File: src/fault_resp_params.svh
// Offsets, field positions, reset values and timing for the fault response block
// Functional notes
// - Enable bit set: low-bus UV uses fault_response_ctrl_six[7:6]
// - Enable bit clear: mode pin code instead
// - Low-bus UV sets status bit 3, alert
// - High-bus OV sets status bit 4, alert
// - Code 00 flags only, switching continues
// - Code 11 behaves exactly like 00
// - Code 01 stops, restarts 500ms after clear
// - Code 10 stops until enable toggle
// - high_bus_fault_response_ctrl byte wide, read/write, resets 00h
// - Enable bit set: high-bus OV uses high_bus_fault_response_ctrl[1:0]
`ifndef FAULT_RESP_PARAMS_SVH
`define FAULT_RESP_PARAMS_SVH

`define OFS_RESP_CTRL_SIX 8'hB7
`define OFS_HIGH_BUS_RESP 8'hB8
`define OFS_FAULT_STATUS 8'hD7

`define RST_RESP_CTRL_SIX 8'h00
`define RST_HIGH_BUS_RESP 8'h00
`define RST_FAULT_STATUS 8'h00

`define FLD_LOW_IN_UV_HI 7
`define FLD_LOW_IN_UV_LO 6
`define FLD_HIGH_OUT_OV_HI 1
`define FLD_HIGH_OUT_OV_LO 0

`define STS_LOW_IN_UV 3
`define STS_HIGH_OUT_OV 4

`define CODE_FLAG 2'h0
`define CODE_HICCUP 2'h1
`define CODE_LATCH 2'h2
`define CODE_FLAG_ALT 2'h3

`define HICCUP_DELAY_MS 500
`define CLK_FREQ_KHZ 100000
`define HICCUP_CYCLES (`HICCUP_DELAY_MS * `CLK_FREQ_KHZ)

`endif

File: src/fault_resp_pkg.sv
// Types shared by the fault response block
package fault_resp_pkg;

  typedef struct packed {
    logic wr;
    logic rd;
    logic [7:0] addr;
    logic [7:0] wdata;
  } reg_req_s;

  typedef struct packed {
    logic ack;
    logic nak;
    logic [7:0] rdata;
  } reg_rsp_s;

  typedef enum logic [1:0] {
    RESP_FLAG,
    RESP_HICCUP,
    RESP_LATCH
  } resp_action_e;

  typedef enum logic [1:0] {
    CH_RUN,
    CH_HICCUP_FAULT,
    CH_HICCUP_WAIT,
    CH_LATCHED
  } chan_state_e;

endpackage

File: src/enable_toggle_detect.sv
// Detects a re-enable of either the switching enable or the main enable
`timescale 1ns/1ps
module enable_toggle_detect (
  // Clock and reset
  input wire logic clk_i,
  input wire logic arst_n_i,
  // Enables
  input wire logic pwm_en_i,
  input wire logic main_en_i,
  // Pulse on a low-to-high toggle of either enable
  output logic toggle_o
);

  logic pwm_en_q;
  logic main_en_q;

  // Start high so that enables already high at reset release are not a toggle
  always_ff @(posedge clk_i or negedge arst_n_i) begin
    if (!arst_n_i) begin
      pwm_en_q <= 1'b1;
      main_en_q <= 1'b1;
    end else begin
      pwm_en_q <= pwm_en_i;
      main_en_q <= main_en_i;
    end
  end

  always_ff @(posedge clk_i or negedge arst_n_i) begin
    if (!arst_n_i) begin
      toggle_o <= 1'b0;
    end else begin
      toggle_o <= (pwm_en_i & ~pwm_en_q) | (main_en_i & ~main_en_q);
    end
  end

endmodule

File: src/fault_channel.sv
// Per-fault reaction sequencer: flag, hiccup with auto restart, or latch-off
`timescale 1ns/1ps
`include "fault_resp_params.svh"
module fault_channel
  import fault_resp_pkg::*;
#(
  parameter int unsigned HICCUP_CYCLES = `HICCUP_CYCLES
) (
  // Clock and reset
  input wire logic clk_i,
  input wire logic arst_n_i,
  // Fault condition and chosen reaction
  input wire logic fault_i,
  input wire resp_action_e action_i,
  input wire logic toggle_i,
  // Switching must stop while high
  output logic halt_o
);

  localparam int unsigned CW = $clog2(HICCUP_CYCLES + 1);
  localparam logic [CW-1:0] LAST = CW'(HICCUP_CYCLES - 1);

  chan_state_e state;
  chan_state_e next_state;
  logic [CW-1:0] cnt;

  always_comb begin
    next_state = state;
    case (state)
      CH_RUN: begin
        if (fault_i && action_i == RESP_HICCUP) begin
          next_state = CH_HICCUP_FAULT;
        end else if (fault_i && action_i == RESP_LATCH) begin
          next_state = CH_LATCHED;
        end
      end
      CH_HICCUP_FAULT: begin
        if (!fault_i) begin
          next_state = CH_HICCUP_WAIT;
        end
      end
      CH_HICCUP_WAIT: begin
        if (fault_i) begin
          next_state = CH_HICCUP_FAULT;
        end else if (cnt == LAST) begin
          next_state = CH_RUN;
        end
      end
      CH_LATCHED: begin
        // Toggle ignored while a stopping fault persists: no one-cycle restart slips out
        if (toggle_i && !(fault_i && action_i != RESP_FLAG)) begin
          next_state = CH_RUN;
        end
      end
      default: next_state = CH_RUN;
    endcase
  end

  always_ff @(posedge clk_i or negedge arst_n_i) begin
    if (!arst_n_i) begin
      state <= CH_RUN;
    end else begin
      state <= next_state;
    end
  end

  always_ff @(posedge clk_i or negedge arst_n_i) begin
    if (!arst_n_i) begin
      cnt <= '0;
    end else if (state == CH_HICCUP_WAIT && !fault_i) begin
      cnt <= cnt + CW'(1);
    end else begin
      cnt <= '0;
    end
  end

  always_ff @(posedge clk_i or negedge arst_n_i) begin
    if (!arst_n_i) begin
      halt_o <= 1'b0;
    end else begin
      halt_o <= (next_state != CH_RUN);
    end
  end

endmodule

File: src/bus_fault_response_select.sv
// Fault response selection, status flagging and switching gate for two bus faults
`timescale 1ns/1ps
`include "fault_resp_params.svh"
module bus_fault_response_select
  import fault_resp_pkg::*;
#(
  parameter int unsigned HICCUP_CYCLES = `HICCUP_CYCLES
) (
  // Clock and reset
  input wire logic clk_i,
  input wire logic arst_n_i,
  // Register port from the management serial bus engine
  input wire reg_req_s reg_req_i,
  output reg_rsp_s reg_rsp_o,
  // Fault selection controls
  input wire logic indiv_resp_en_i,
  input wire logic [1:0] mode_code_i,
  // Fault conditions, high while present
  input wire logic low_voltage_bus_in_uv_i,
  input wire logic high_voltage_bus_out_ov_i,
  // Enables
  input wire logic pwm_en_i,
  input wire logic main_en_i,
  // Outputs
  output logic switch_en_o,
  output logic fault_alert_n_o,
  output logic [7:0] fault_status_o
);

  logic [7:0] fault_response_ctrl_six;
  logic [7:0] high_bus_fault_response_ctrl;
  logic [7:0] fault_status;
  logic [7:0] status_set;
  logic [7:0] status_clr;
  logic toggle;
  logic halt_uv;
  logic halt_ov;
  resp_action_e uv_action;
  resp_action_e ov_action;
  logic hit_six;
  logic hit_high;
  logic hit_status;

  // Codes 00 and 11 both flag only
  function automatic resp_action_e decode_code(input logic [1:0] code);
    resp_action_e a;
    a = RESP_FLAG;
    if (code == `CODE_HICCUP) begin
      a = RESP_HICCUP;
    end else if (code == `CODE_LATCH) begin
      a = RESP_LATCH;
    end else begin
      a = RESP_FLAG;
    end
    return a;
  endfunction

  // Per-fault field when enabled, mode pin code otherwise
  function automatic resp_action_e pick_action(input logic en, input logic [1:0] field,
                                               input logic [1:0] pin);
    resp_action_e a;
    a = en ? decode_code(field) : decode_code(pin);
    return a;
  endfunction

  assign hit_six = (reg_req_i.addr == `OFS_RESP_CTRL_SIX);
  assign hit_high = (reg_req_i.addr == `OFS_HIGH_BUS_RESP);
  assign hit_status = (reg_req_i.addr == `OFS_FAULT_STATUS);

  always_ff @(posedge clk_i or negedge arst_n_i) begin
    if (!arst_n_i) begin
      fault_response_ctrl_six <= `RST_RESP_CTRL_SIX;
    end else if (reg_req_i.wr && hit_six) begin
      fault_response_ctrl_six <= reg_req_i.wdata;
    end
  end

  always_ff @(posedge clk_i or negedge arst_n_i) begin
    if (!arst_n_i) begin
      high_bus_fault_response_ctrl <= `RST_HIGH_BUS_RESP;
    end else if (reg_req_i.wr && hit_high) begin
      high_bus_fault_response_ctrl <= reg_req_i.wdata;
    end
  end

  assign uv_action = pick_action(indiv_resp_en_i,
    fault_response_ctrl_six[`FLD_LOW_IN_UV_HI:`FLD_LOW_IN_UV_LO], mode_code_i);
  assign ov_action = pick_action(indiv_resp_en_i,
    high_bus_fault_response_ctrl[`FLD_HIGH_OUT_OV_HI:`FLD_HIGH_OUT_OV_LO],
    mode_code_i);

  // Status bits are flagged whatever the reaction; a fault that persists re-sets them
  always_comb begin
    status_set = 8'h00;
    status_set[`STS_LOW_IN_UV] = low_voltage_bus_in_uv_i;
    status_set[`STS_HIGH_OUT_OV] = high_voltage_bus_out_ov_i;
  end

  // Write one to clear; only the two bits this block owns are clearable
  always_comb begin
    status_clr = 8'h00;
    if (reg_req_i.wr && hit_status) begin
      status_clr[`STS_LOW_IN_UV] = reg_req_i.wdata[`STS_LOW_IN_UV];
      status_clr[`STS_HIGH_OUT_OV] = reg_req_i.wdata[`STS_HIGH_OUT_OV];
    end
  end

  // Set wins over a clear in the same cycle so no event is lost
  always_ff @(posedge clk_i or negedge arst_n_i) begin
    if (!arst_n_i) begin
      fault_status <= `RST_FAULT_STATUS;
    end else begin
      fault_status <= (fault_status & ~status_clr) | status_set;
    end
  end

  always_ff @(posedge clk_i or negedge arst_n_i) begin
    if (!arst_n_i) begin
      fault_status_o <= `RST_FAULT_STATUS;
    end else begin
      fault_status_o <= (fault_status & ~status_clr) | status_set;
    end
  end

  // Alert follows the next status value so it falls in the same cycle as the flag
  always_ff @(posedge clk_i or negedge arst_n_i) begin
    if (!arst_n_i) begin
      fault_alert_n_o <= 1'b1;
    end else begin
      fault_alert_n_o <= ~(|((fault_status & ~status_clr) | status_set));
    end
  end

  enable_toggle_detect u_toggle (
    .clk_i(clk_i),
    .arst_n_i(arst_n_i),
    .pwm_en_i(pwm_en_i),
    .main_en_i(main_en_i),
    .toggle_o(toggle)
  );

  fault_channel #(
    .HICCUP_CYCLES(HICCUP_CYCLES)
  ) u_uv_chan (
    .clk_i(clk_i),
    .arst_n_i(arst_n_i),
    .fault_i(low_voltage_bus_in_uv_i),
    .action_i(uv_action),
    .toggle_i(toggle),
    .halt_o(halt_uv)
  );

  fault_channel #(
    .HICCUP_CYCLES(HICCUP_CYCLES)
  ) u_ov_chan (
    .clk_i(clk_i),
    .arst_n_i(arst_n_i),
    .fault_i(high_voltage_bus_out_ov_i),
    .action_i(ov_action),
    .toggle_i(toggle),
    .halt_o(halt_ov)
  );

  // Flag-only faults never reach the halt terms, so switching carries on
  always_ff @(posedge clk_i or negedge arst_n_i) begin
    if (!arst_n_i) begin
      switch_en_o <= 1'b0;
    end else begin
      switch_en_o <= pwm_en_i & main_en_i & ~halt_uv & ~halt_ov;
    end
  end

  // One-cycle answer; unmapped addresses answer with nak and zero data
  always_ff @(posedge clk_i or negedge arst_n_i) begin
    if (!arst_n_i) begin
      reg_rsp_o <= '0;
    end else begin
      reg_rsp_o.ack <= 1'b0;
      reg_rsp_o.nak <= 1'b0;
      reg_rsp_o.rdata <= 8'h00;
      if (reg_req_i.wr || reg_req_i.rd) begin
        if (hit_six) begin
          reg_rsp_o.ack <= 1'b1;
          reg_rsp_o.rdata <= reg_req_i.rd ? fault_response_ctrl_six : 8'h00;
        end else if (hit_high) begin
          reg_rsp_o.ack <= 1'b1;
          reg_rsp_o.rdata <= reg_req_i.rd ? high_bus_fault_response_ctrl : 8'h00;
        end else if (hit_status) begin
          reg_rsp_o.ack <= 1'b1;
          reg_rsp_o.rdata <= reg_req_i.rd ? fault_status : 8'h00;
        end else begin
          reg_rsp_o.nak <= 1'b1;
        end
      end
    end
  end

endmodule

File: config.mk
export PLATFORM = sky130hd
export DESIGN_NAME = bus_fault_response_select
export DESIGN_NICKNAME = d
export VERILOG_FILES = /design/src/fault_resp_pkg.sv /design/src/enable_toggle_detect.sv /design/src/fault_channel.sv /design/src/bus_fault_response_select.sv
export VERILOG_INCLUDE_DIRS = /design/src /design/src/src
export SDC_FILE = /design/constraint.sdc
export NUM_CORES = 1
export LEC_CHECK = 0
export ABC_AREA = 1
export BUFFER_PORTS_ARGS = -buffer_cell sky130_fd_sc_hd__buf_2
export CORE_ASPECT_RATIO = 1.4
export CORE_MARGIN = 2
export CORE_UTILIZATION = 43
export CTS_CLUSTER_SIZE = 20
export DETAILED_ROUTE_END_ITERATION = 8
export GPL_TIMING_DRIVEN = 1
export REMOVE_ABC_BUFFERS = 1
export SLEW_MARGIN = 20
export SYNTH_ARGS = -nofsm -noshare
export SYNTH_HDL_FRONTEND = slang
export SYNTH_SLANG_ARGS = --single-unit
File: constraint.sdc
create_clock -name clk_i -period 1.5 [get_ports clk_i]
set_clock_uncertainty 0.05 [all_clocks]
set_input_delay 0.15 -clock clk_i [delete_from_list [all_inputs] [get_ports clk_i]]
set_output_delay 0.15 -clock clk_i [all_outputs]
set_load 0.03 [all_outputs]
# Word-level counts from Yosys, hierarchy flattened
# Index checks and enable logic that the tools add are counted.
# totals
ff_bits,97
in_bits,27
# op_classes
addsub,2
n_eq_ne,21
muxes,38
n_bitwise,14
n_reduce_logical,25
# ops
cell,n
"adder 26 x 1 -> 26 bit, second input constant",2
"== test 26 bit, second input constant",2
two-way mux 26 bit,2
two-way mux 8 bit,6
two-way mux 2 bit,21
"== test 8 bit, second input constant",3
"== test 2 bit, second input constant",9
one-hot mux 2 bit (4 select lines),2
"== test 2 x 1 -> 1 bit, second input constant",7
logical AND 1 bit,13
two-way mux 10 bit,1
bitwise AND 8 bit,1
inverter 5 -> 8 bit,1
bitwise OR 8 x 5 -> 8 bit,1
nonzero test 2 bit,4
OR reduction 8 bit,1
two-way mux 1 bit,6
bitwise AND 1 bit,5
inverter 1 bit,5
zero test 1 bit,4
zero test 2 bit,2
logical OR 1 bit,1
bitwise OR 1 bit,1

# Depth between registers and ports, before layout
# Gate-level depths: netlist (run 1).
# depth
depth_word,11
ltp_mapped,10

# Cells and area by module
# From an unflattened synthesis (run 1), not the netlist that was laid out.
# unflattened
cells_unflattened,696
area_unflattened_um2,5114.9
# modules_own_cells
module,instances,cells_per_inst,area_per_inst_um2
fault_channel,2,261,1762.9
bus_fault_response_select,1,166,1492.7
enable_toggle_detect,1,8,96.3

# Worst setup path after synthesis (run 1)
# OpenSTA, ideal clock, no wires.
# synth_timing
path_type,register -> register
startpoint,register u_ov_chan.cnt[0]
endpoint,register u_ov_chan.cnt[16]
setup_ns,0.132
arrival_time_ns,1.220
slack_ns,0.098
stages_incl_launch_ff,8
n_path_buf,0
synth_period_minus_slack_ns,1.402
cell_sequence,dfrtp_1 ha_1 nand2_1 nor2_1 nand2_1 nor2_1 xor2_1 nor2_1
# synth_between
elab_chain_len,2
# synth_rtl
element,line,source
from (decl),fault_channel.sv:25,logic [CW-1:0] cnt;
from (signal assigned),fault_channel.sv:71,cnt <= cnt + CW'(1);
adder 26 x 1 -> 26 bit,fault_channel.sv:71,
two-way mux 26 bit,fault_channel.sv:70,end else if (state == CH_HICCUP_WAIT && !fault_i) begin
# Every way passes these cells.
# A chain may end at the register's enable or synchronous reset.

# Worst setup path after layout (run 1)
# Ends and elaborated chain as after synthesis.

==> results.md, run 1 <==
- H-tree lvl count: 3
- Die area: about 0.012 mm2
- Vias in the first global route: around 4.3k
- Slowest stage delay, CP: ~0.39 ns
- Max cap viols: 0
- Die Wd: roughly 95 um
- Worst Path Max Fanout: 3
- Distinct cells, synth: 43
- Hold Fails Final Rpt: 0
- EDFF count, synth: 0
- Fillers: between 1k and 1.5k
- Worst setup startpoint: u_ov_chan.cnt[0]$_DFF_PN0_
- Root Buffer: clkbuf_16
- Largest area contributor in the synthesized netlist: dfrtp_1
- Antenna viol nets, final: 0
- Leak pwr: 2.89 nW
- Critical Path RT: around 1.7 ns
- Top cell type's share of synthesized area: about 45%
- Register-to-register setup slack: roughly 0.045 ns
- Num rows: 46
- Kind of critical path: flop to flop
- P per Cell Area: slightly above 1000 mW/mm2
- Largest net degree at the start of global routing: 50
- Global-route wire length before repair: between 15 and 20 mm
- Final setup fails: 0
- Setup TNS: 0 ns
- Drt drc: 0
- Critical R2R Launch: u_ov_chan.cnt[0]$_DFF_PN0_
- Class of the tightest hold or removal check: input port to flop
- CTS clk-pin slew, worst paths: roughly 0.070 ns
- Critical Path End Type: flop
- Achievable Freq: around 700 MHz
- Avg WL per Cell: 13.7 um
- DRT iter0 DRCs: roughly 190
- Register area share after synthesis: ~46%
- Max Buffers Root-to-Sink: 2
- Clk_lat worst skew: approximately 0.35 ns
- Slowest cell on crit path: dfrtp_1
- DR vias/cell: roughly 5
- Pre-CTS setup slack: 0.00851 ns
- Async S/R FF share, synth: 100%
- Syn avg cell area: roughly 7.7 um2
- Initial antenna violation count: 0
- Slew Viols, Final: 0
- Max rail drop VDD: 0.000688 V
- Starting Density: 43.8%
- Synthesis-to-layout area growth: 25.1%
- Final worst-path cycle share: a little over nine tenths
- Worst setup path endpoint: u_ov_chan.cnt[16]$_DFF_PN0_
- Total GRT Usage: between 20% and 30%
- Setup crit start kind: flop
- Final std cells w/o fill: 879
- Dominant cells by area after synthesis: dfrtp_1 45%, nand2_1 10%, nor2_1 8.4%
- Diodes inserted: 0
- FF-to-FF End: u_ov_chan.cnt[16]$_DFF_PN0_
- Total vias in the final route: around 4.4k
- Mapped Area: 0.00494 mm2
- Worst reg-to-reg path cell count: 7
- Die Height: roughly 130 um
- Final Worst Setup Slack: between 0.04 and 0.05 ns
- Seq cells post-synth: 91
- Fraction of layout cells with a size suffix above 1: between 20% and 30%
- # nets final: about 760
- Cells along the critical path: ha_2 > nand2_2 > nor2_2 > nand2_2 > nor2_2 > xor2_1 > nor2_1
- CTS Buf Count: 9
- RSZ-0062 raised after global routing: yes
- Final Wtd Congestion: about 0.9
- DR pass1 iterations: 6
- Clock tree from TritonCTS: done
- Top Ports: 47
- Outcome: complete, no violations
- Min Clock Period, post-route: about 1.5 ns
- Grt ovf: 0
- Syn. warnings: 0
- CTS sink cnt: 91
- Synth Flop Type: dfrtp_1
- Core area: 0.0113 mm2
- Final wirelength: roughly 12 mm
- Port Buf Inserts: 40
- Final core occ: a little over half
- Arr. time, crit path: about 1.6 ns
- DP HPWL: roughly 9.0 mm
- Cell total after placement: 844
- Post-Syn Instances: approximately 640
## metrics by stage
| stage | instance area (um2) | total power [W] | hold slack [ns] |
|---|---|---|---|
| 6_report | 6180 | 0.00622 | 0.0629 |
| 5_1_grt | 6180 | 0.00645 | 0.0905 |
| 4_1_cts | 5930 | 0.00627 | 0.0537 |
| 3_5_place_dp | 5460 | 0.00343 | 0.0211 |
| 3_3_place_gp | 5460 | 0.00341 | 0.0230 |
| 2_1_floorplan | 4860 | 0.00312 | -0.196 |
## area by class of cell
cell class	count	area [um2]	share of cell area, %
multi-input cells	450	2400	38.9
repair buffers	84	581	9.40
clock inverters	7	146	2.37
clock buffers	9	225	3.65
flip-flops and latches	91	2290	37.0
well taps	144	180	2.92
inverters	94	353	5.71
## registers in the layout (all words and copies together), names as in the netlist
register and flops:
u_ov_chan.cnt 26, u_uv_chan.cnt 26, reg_rsp_o 10, fault_response_ctrl_six 8, high_bus_fault_response_ctrl 8, fault_status_o 2, u_ov_chan.state 2, u_uv_chan.state 2
fault_alert_n_o 1, switch_en_o 1, u_ov_chan.halt_o 1, u_toggle.main_en_q 1, u_toggle.pwm_en_q 1, u_toggle.toggle_o 1, u_uv_chan.halt_o 1
## routing by layer
metal	up-vias	part of all wire, %	GRT usage, %
met5	-	0	0
met4	0	2.6	7.67
li1	2197	-	-
met1	2096	41	23.9
met3	26	3.3	2.24
met2	114	53	37.5
## worst min-delay path by stage
stage / start / end / slack [ns] / cells after the start
after floorplan: arst_n_i / fault_response_ctrl_six[0]$_DFFE_PN0P_ / -0.20 / 0
after global placement: arst_n_i / u_uv_chan.cnt[13]$_DFF_PN0_ / 0.02 / 1
after detailed placement: arst_n_i / u_uv_chan.cnt[13]$_DFF_PN0_ / 0.02 / 1
after CTS: reg_req_i[16] / reg_rsp_o[9]$_DFF_PN0_ / 0.05 / 3
after global routing: reg_req_i[16] / reg_rsp_o[9]$_DFF_PN0_ / 0.09 / 3
final: reg_req_i[16] / reg_rsp_o[9]$_DFF_PN0_ / 0.06 / 3
## critical path, delay by kind of cell (launching register included)
kind	cells	cell delay, ns
xor gates and xnor gates	1	0.16
adders and majority gates	1	0.20
and+or+nand+nor	5	0.53
DFF	1	0.39
## synth_stat cells (3+ instances only)
master    instances
inv_1            88
nand2_2          13
nand3_1          44
o21bai_1          3
inv_2             5
buf_4             6
o21ai_2           4
xor2_1            4
o21ai_1           9
dfrtp_1          88
nor2_1          111
nor2_2            5
nor3_2            4
buf_2             3
nor2_4            7
dfstp_2           3
nor3_1           25
xnor2_1           3
nand4_1          15
o21ai_0          23
nand2_1         135
nand3_2           5
a21oi_1          16
## kinds of logic after synthesis
| logic type | after synthesis | share of synthesized area, % |
|---|---|---|
| mux | 4 | 1.06 |
| xor+xnor | 7 | 1.24 |
| flops | 91 | 46.2 |
| fa+ha+maj | 2 | 0.507 |
| buf+inv | 107 | 9.05 |
| other cells | 1 | 0.0760 |
| simple gates | 371 | 35.0 |
| compound gates | 60 | 6.82 |
## placed cells by master, fill, tap and decap left out, types with 3 or more instances in the layout
master / n
nand2_1: 127
nor2_1: 102
inv_1: 86
dfrtp_1: 84
nand3_1: 41
buf_2: 39
buf_4: 34
o21ai_0: 22
nand2_2: 20
nor3_1: 18
a21oi_1: 16
nand4_1: 15
nor2_4: 11
nor2_2: 10
nor3_2: 9
clkbuf_16: 9
dlygate4sd3_1: 9
inv_2: 7
o21ai_1: 7
o21ai_2: 7
conb_1: 6
nand3_2: 5
xor2_1: 4
bufinv_16: 4
dfrtp_2: 4
o21bai_1: 3
nand3_4: 3
xnor2_1: 3
dfstp_2: 3
## repair_timing
action                                  in CTS  in global routing
buffers inserted                             0                 10
hold buffers                                 9                  0
resized for setup                            3                 48
endpoints found under the hold margin       44                  0
endpoints found under the setup margin       2                 32
pin swaps                                    1                 10
## report_power, final
| group | internal [W] | switching, W | leakage (nW) | total [W] |
|---|---|---|---|---|
| clock network | 0.00181 | 0.000987 | 0.181 | 0.00280 |
| registers | 0.00259 | 0.0000911 | 1.19 | 0.00268 |
| logic | 0.000270 | 0.000472 | 1.52 | 0.000742 |
Note: power is estimated with default switching activity, not from simulation.
==> run 2: changes to the inputs <==
- CORE_UTILIZATION: 43 -> 35
==> run 2 against run 1 <==
  * Die area is 22% higher
  * Combinational power rose by 0.7%
  * Critical path depth up 1
  * Hold slack got worse by 0.023 ns
  * Sequential share of layout area up 0.21 points
  * Count of clock-buffer cells in the layout grew 2
  * Non-clock buffer count decreased by 5
  * Critical endpoint is now u_ov_chan.halt_o$_DFF_PN0_
  * Via count decreased by 0.92%
  * Largest cell class unchanged
  * Final cell count is 4.1% higher
  * Fmax is 1.7% higher
  * Clock power fell by 17%
  * Register-to-register slack better by 0.02 ns
==> results.md, run 2 (synthesized netlist as in run 1, its figures left out) <==
- Initial antenna violation count: 0 (unchanged)
- Total vias in the final route: 4,392 (-0.92%)
- Fraction of layout cells with a size suffix above 1: 25.8% (+0.72 points)
- Commonest non-fill, non-tap cell in the layout: nand2_1
- Leak pwr: 2.83 nW (-2.1%)
- Arr. time, crit path: 1.60 ns (-0.04 ns)
- Drt drc: 0 (unchanged)
- Hold Fails Final Rpt: 0 (unchanged)
- Fillers: 1,401 (+26%)
- CTS Buf Count: 9 (unchanged)
- Final worst-path cycle share: 95.4% (-1.6 points)
- Register Area: 0.00229 mm2 (+0.27%)
- Diodes inserted: 0 (unchanged)
- DR vias/cell: 4.80 (-4.8%)
- Regs by FF count: u_ov_chan.cnt: 26 flops, u_uv_chan.cnt: 26 flops, reg_rsp_o: 10 flops
- RSZ-0062 raised after global routing: yes
- P per Cell Area: 938 mW/mm2 (-6.9%)
- Slew Viols, Final: 0 (unchanged)
- Die Height: 145 um (+11%)
- Area of the multi-input gates: 0.00243 mm2 (+1.1%)
- H-tree lvl count: 3 (unchanged)
- FF-to-FF End: u_ov_chan.halt_o$_DFF_PN0_
- Final Wtd Congestion: 0.909 (+2.7%)
- Pre-CTS setup slack: 0.00761 ns (-0.000892 ns)
- Setup crit start kind: flop
- CTS clk-pin slew, worst paths: 0.07 ns (about the same)
- Outcome: complete, no violations
- Synthesis-to-layout area growth: 24.7%
- Achievable Freq: 699 MHz (+1.7%)
- Final wirelength: 11.9 mm (-1.3%)
- Max rail drop VDD: 0.000528 V (-23%)
- Core area: 0.0138 mm2 (+23%)
- Critical R2R Launch: u_ov_chan.cnt[0]$_DFF_PN0_
- Num rows: 51 (+11%)
- Critical Path End Type: flop
- Class of the tightest hold or removal check: input port to flop
- Top Ports: 47 (unchanged)
- Largest net degree at the start of global routing: 42 (-16%)
- Kind of critical path: flop to flop
- Clock tree from TritonCTS: done
- Min Clock Period, post-route: 1.43 ns (-0.0245 ns)
- WHS Endpoint: reg_rsp_o[9]$_DFF_PN0_
- CTS sink cnt: 91 (unchanged)
- Worst Path Max Fanout: 4 (+1)
- Hold path depth: 3 (unchanged)
- Slowest stage delay, CP: 0.39 ns (about the same)
- Register-to-register setup slack: 0.07 ns (+0.02 ns)
- Cells along the critical path: ha_2 > nand2_2 > inv_2 > nand3_4 > nor2_2 > nand3b_1 > nand2_1 > nand4_1
- Port Buf Inserts: 40 (unchanged)
- DRT iter0 DRCs: 176 (-9.3%)
- Clk_lat worst skew: 0.35 ns (about the same)
- Die Wd: 104 um (+10%)
- Starting Density: 35.6% (-8.1 points)
- DP HPWL: 8.79 mm (-1.9%)
- Final setup fails: 0 (unchanged)
- Slowest cell on crit path: dfrtp_1
- Antenna viol nets, final: 0 (unchanged)
- Max Buffers Root-to-Sink: 2 (unchanged)
- Max cap viols: 0 (unchanged)
- Avg WL per Cell: 13.0 um (-5.2%)
- Root Buffer: clkbuf_16
- Setup TNS: 0 ns (unchanged)
- # nets final: 754 (-0.66%)
- DR pass1 iterations: 4 (-2)
- Commonest non-fill, non-tap cells in the layout: 129 x nand2_1, 97 x nor2_1, 84 x inv_1, 79 x dfrtp_1, 39 x buf_2
- Worst reg-to-reg path cell count: 8 (+1)
- HP Start: reg_req_i[16]
- Grt ovf: 0 (unchanged)
- Final Worst Setup Slack: 0.0693 ns (+0.0245 ns)
- Vias in the first global route: 4,218 (-2.7%)
- Critical Path RT: 1.67 ns (-0.02 ns)
- Total GRT Usage: 16.2% (-4.0 points)
- Global-route wire length before repair: 19.5 mm (-0.10%)
- Worst setup startpoint: u_ov_chan.cnt[0]$_DFF_PN0_
- Die area: 0.0151 mm2 (+22%)
-- run 2: cell types whose count changed in the layout (fill, tap and decap cells not counted), moves of 3 or more --
cell,before,now
nand3_2,5,9
bufinv_16,4,1
nor2_4,11,14
nand3_1,41,37
dfrtp_1,84,79
nand2_2,20,15
dfrtp_2,4,9
buf_4,34,29
nand2_4,2,5
nor2_1,102,97
-- run 2: through the flow --
| stage | cell area (um2) | hold WS, ns | power (W) | utilization (%) | cells |
|---|---|---|---|---|---|
| after CTS | 5880 | 0.0309 | 0.00580 | 42.5 | 906 |
| after global placement | 5470 | 0.0101 | 0.00339 | 39.5 | 880 |
| after detailed placement | 5470 | 0.0107 | 0.00342 | 39.5 | 880 |
| final | 6160 | 0.0401 | 0.00577 | 44.5 | 915 |
| after global routing | 6160 | 0.0586 | 0.00606 | 44.5 | 915 |
| after floorplan | 4860 | -0.196 | 0.00312 | - | 635 |
-- run 2: area by class of cell --
| cell class | instances | share of cell area, % |
|---|---|---|
| Inverter | 94 | 5.77 |
| Sequential cell | 91 | 37.2 |
| Multi-Input combinational cell | 450 | 39.5 |
| Tap cell | 185 | 3.76 |
| Clock inverter | 5 | 0.975 |
| Clock buffer | 11 | 3.94 |
| Timing Repair Buffer | 79 | 8.82 |
-- run 2: power by group --
group	total, W	leakage, nW	internal, W	switching [W]
Clock	0.00233	0.147	0.00135	0.000987
Combinational	0.000747	1.50	0.000270	0.000478
Sequential	0.00269	1.18	0.00259	0.000106
-- run 2: critical path: cells and delay by family, from the launching register on --
kind                       cells  cell delay [ns]
and+or+nand+nor                6             0.55
DFF                            1             0.39
adders and majority gates      1             0.20
buffers and inverters          1             0.10
-- run 2: how the worst max path moves through the flow --
stage	end	slack [ns]
final	u_ov_chan.halt_o$_DFF_PN0_	0.07
after global routing	u_uv_chan.cnt[24]$_DFF_PN0_	-0.04
after CTS	u_ov_chan.halt_o$_DFF_PN0_	0.0007
after detailed placement	u_uv_chan.halt_o$_DFF_PN0_	0.008
after global placement	u_uv_chan.halt_o$_DFF_PN0_	0.03
after floorplan	u_ov_chan.cnt[10]$_DFF_PN0_	-0.07
-- run 2: per-layer routing --
| layer | wire [um] | part of all wire (%) | GRT usage, % |
|---|---|---|---|
| met5 | 0 | 0 | 0 |
| met4 | 278 | 2.3 | 6.54 |
| met3 | 359 | 3.0 | 2.66 |
| met2 | 6310 | 53 | 29.7 |
| met1 | 4970 | 42 | 18.8 |
-- run 2: repair_timing --
| action | CTS | global route |
|---|---|---|
| gates resized for setup | 3 | 62 |
| buffers inserted | 1 | 9 |
| setup endpoints to repair | 1 | 27 |
| hold buffers | 9 | 0 |
| hold endpoints to repair | 101 | 0 |
| pin swaps | 2 | 13 |
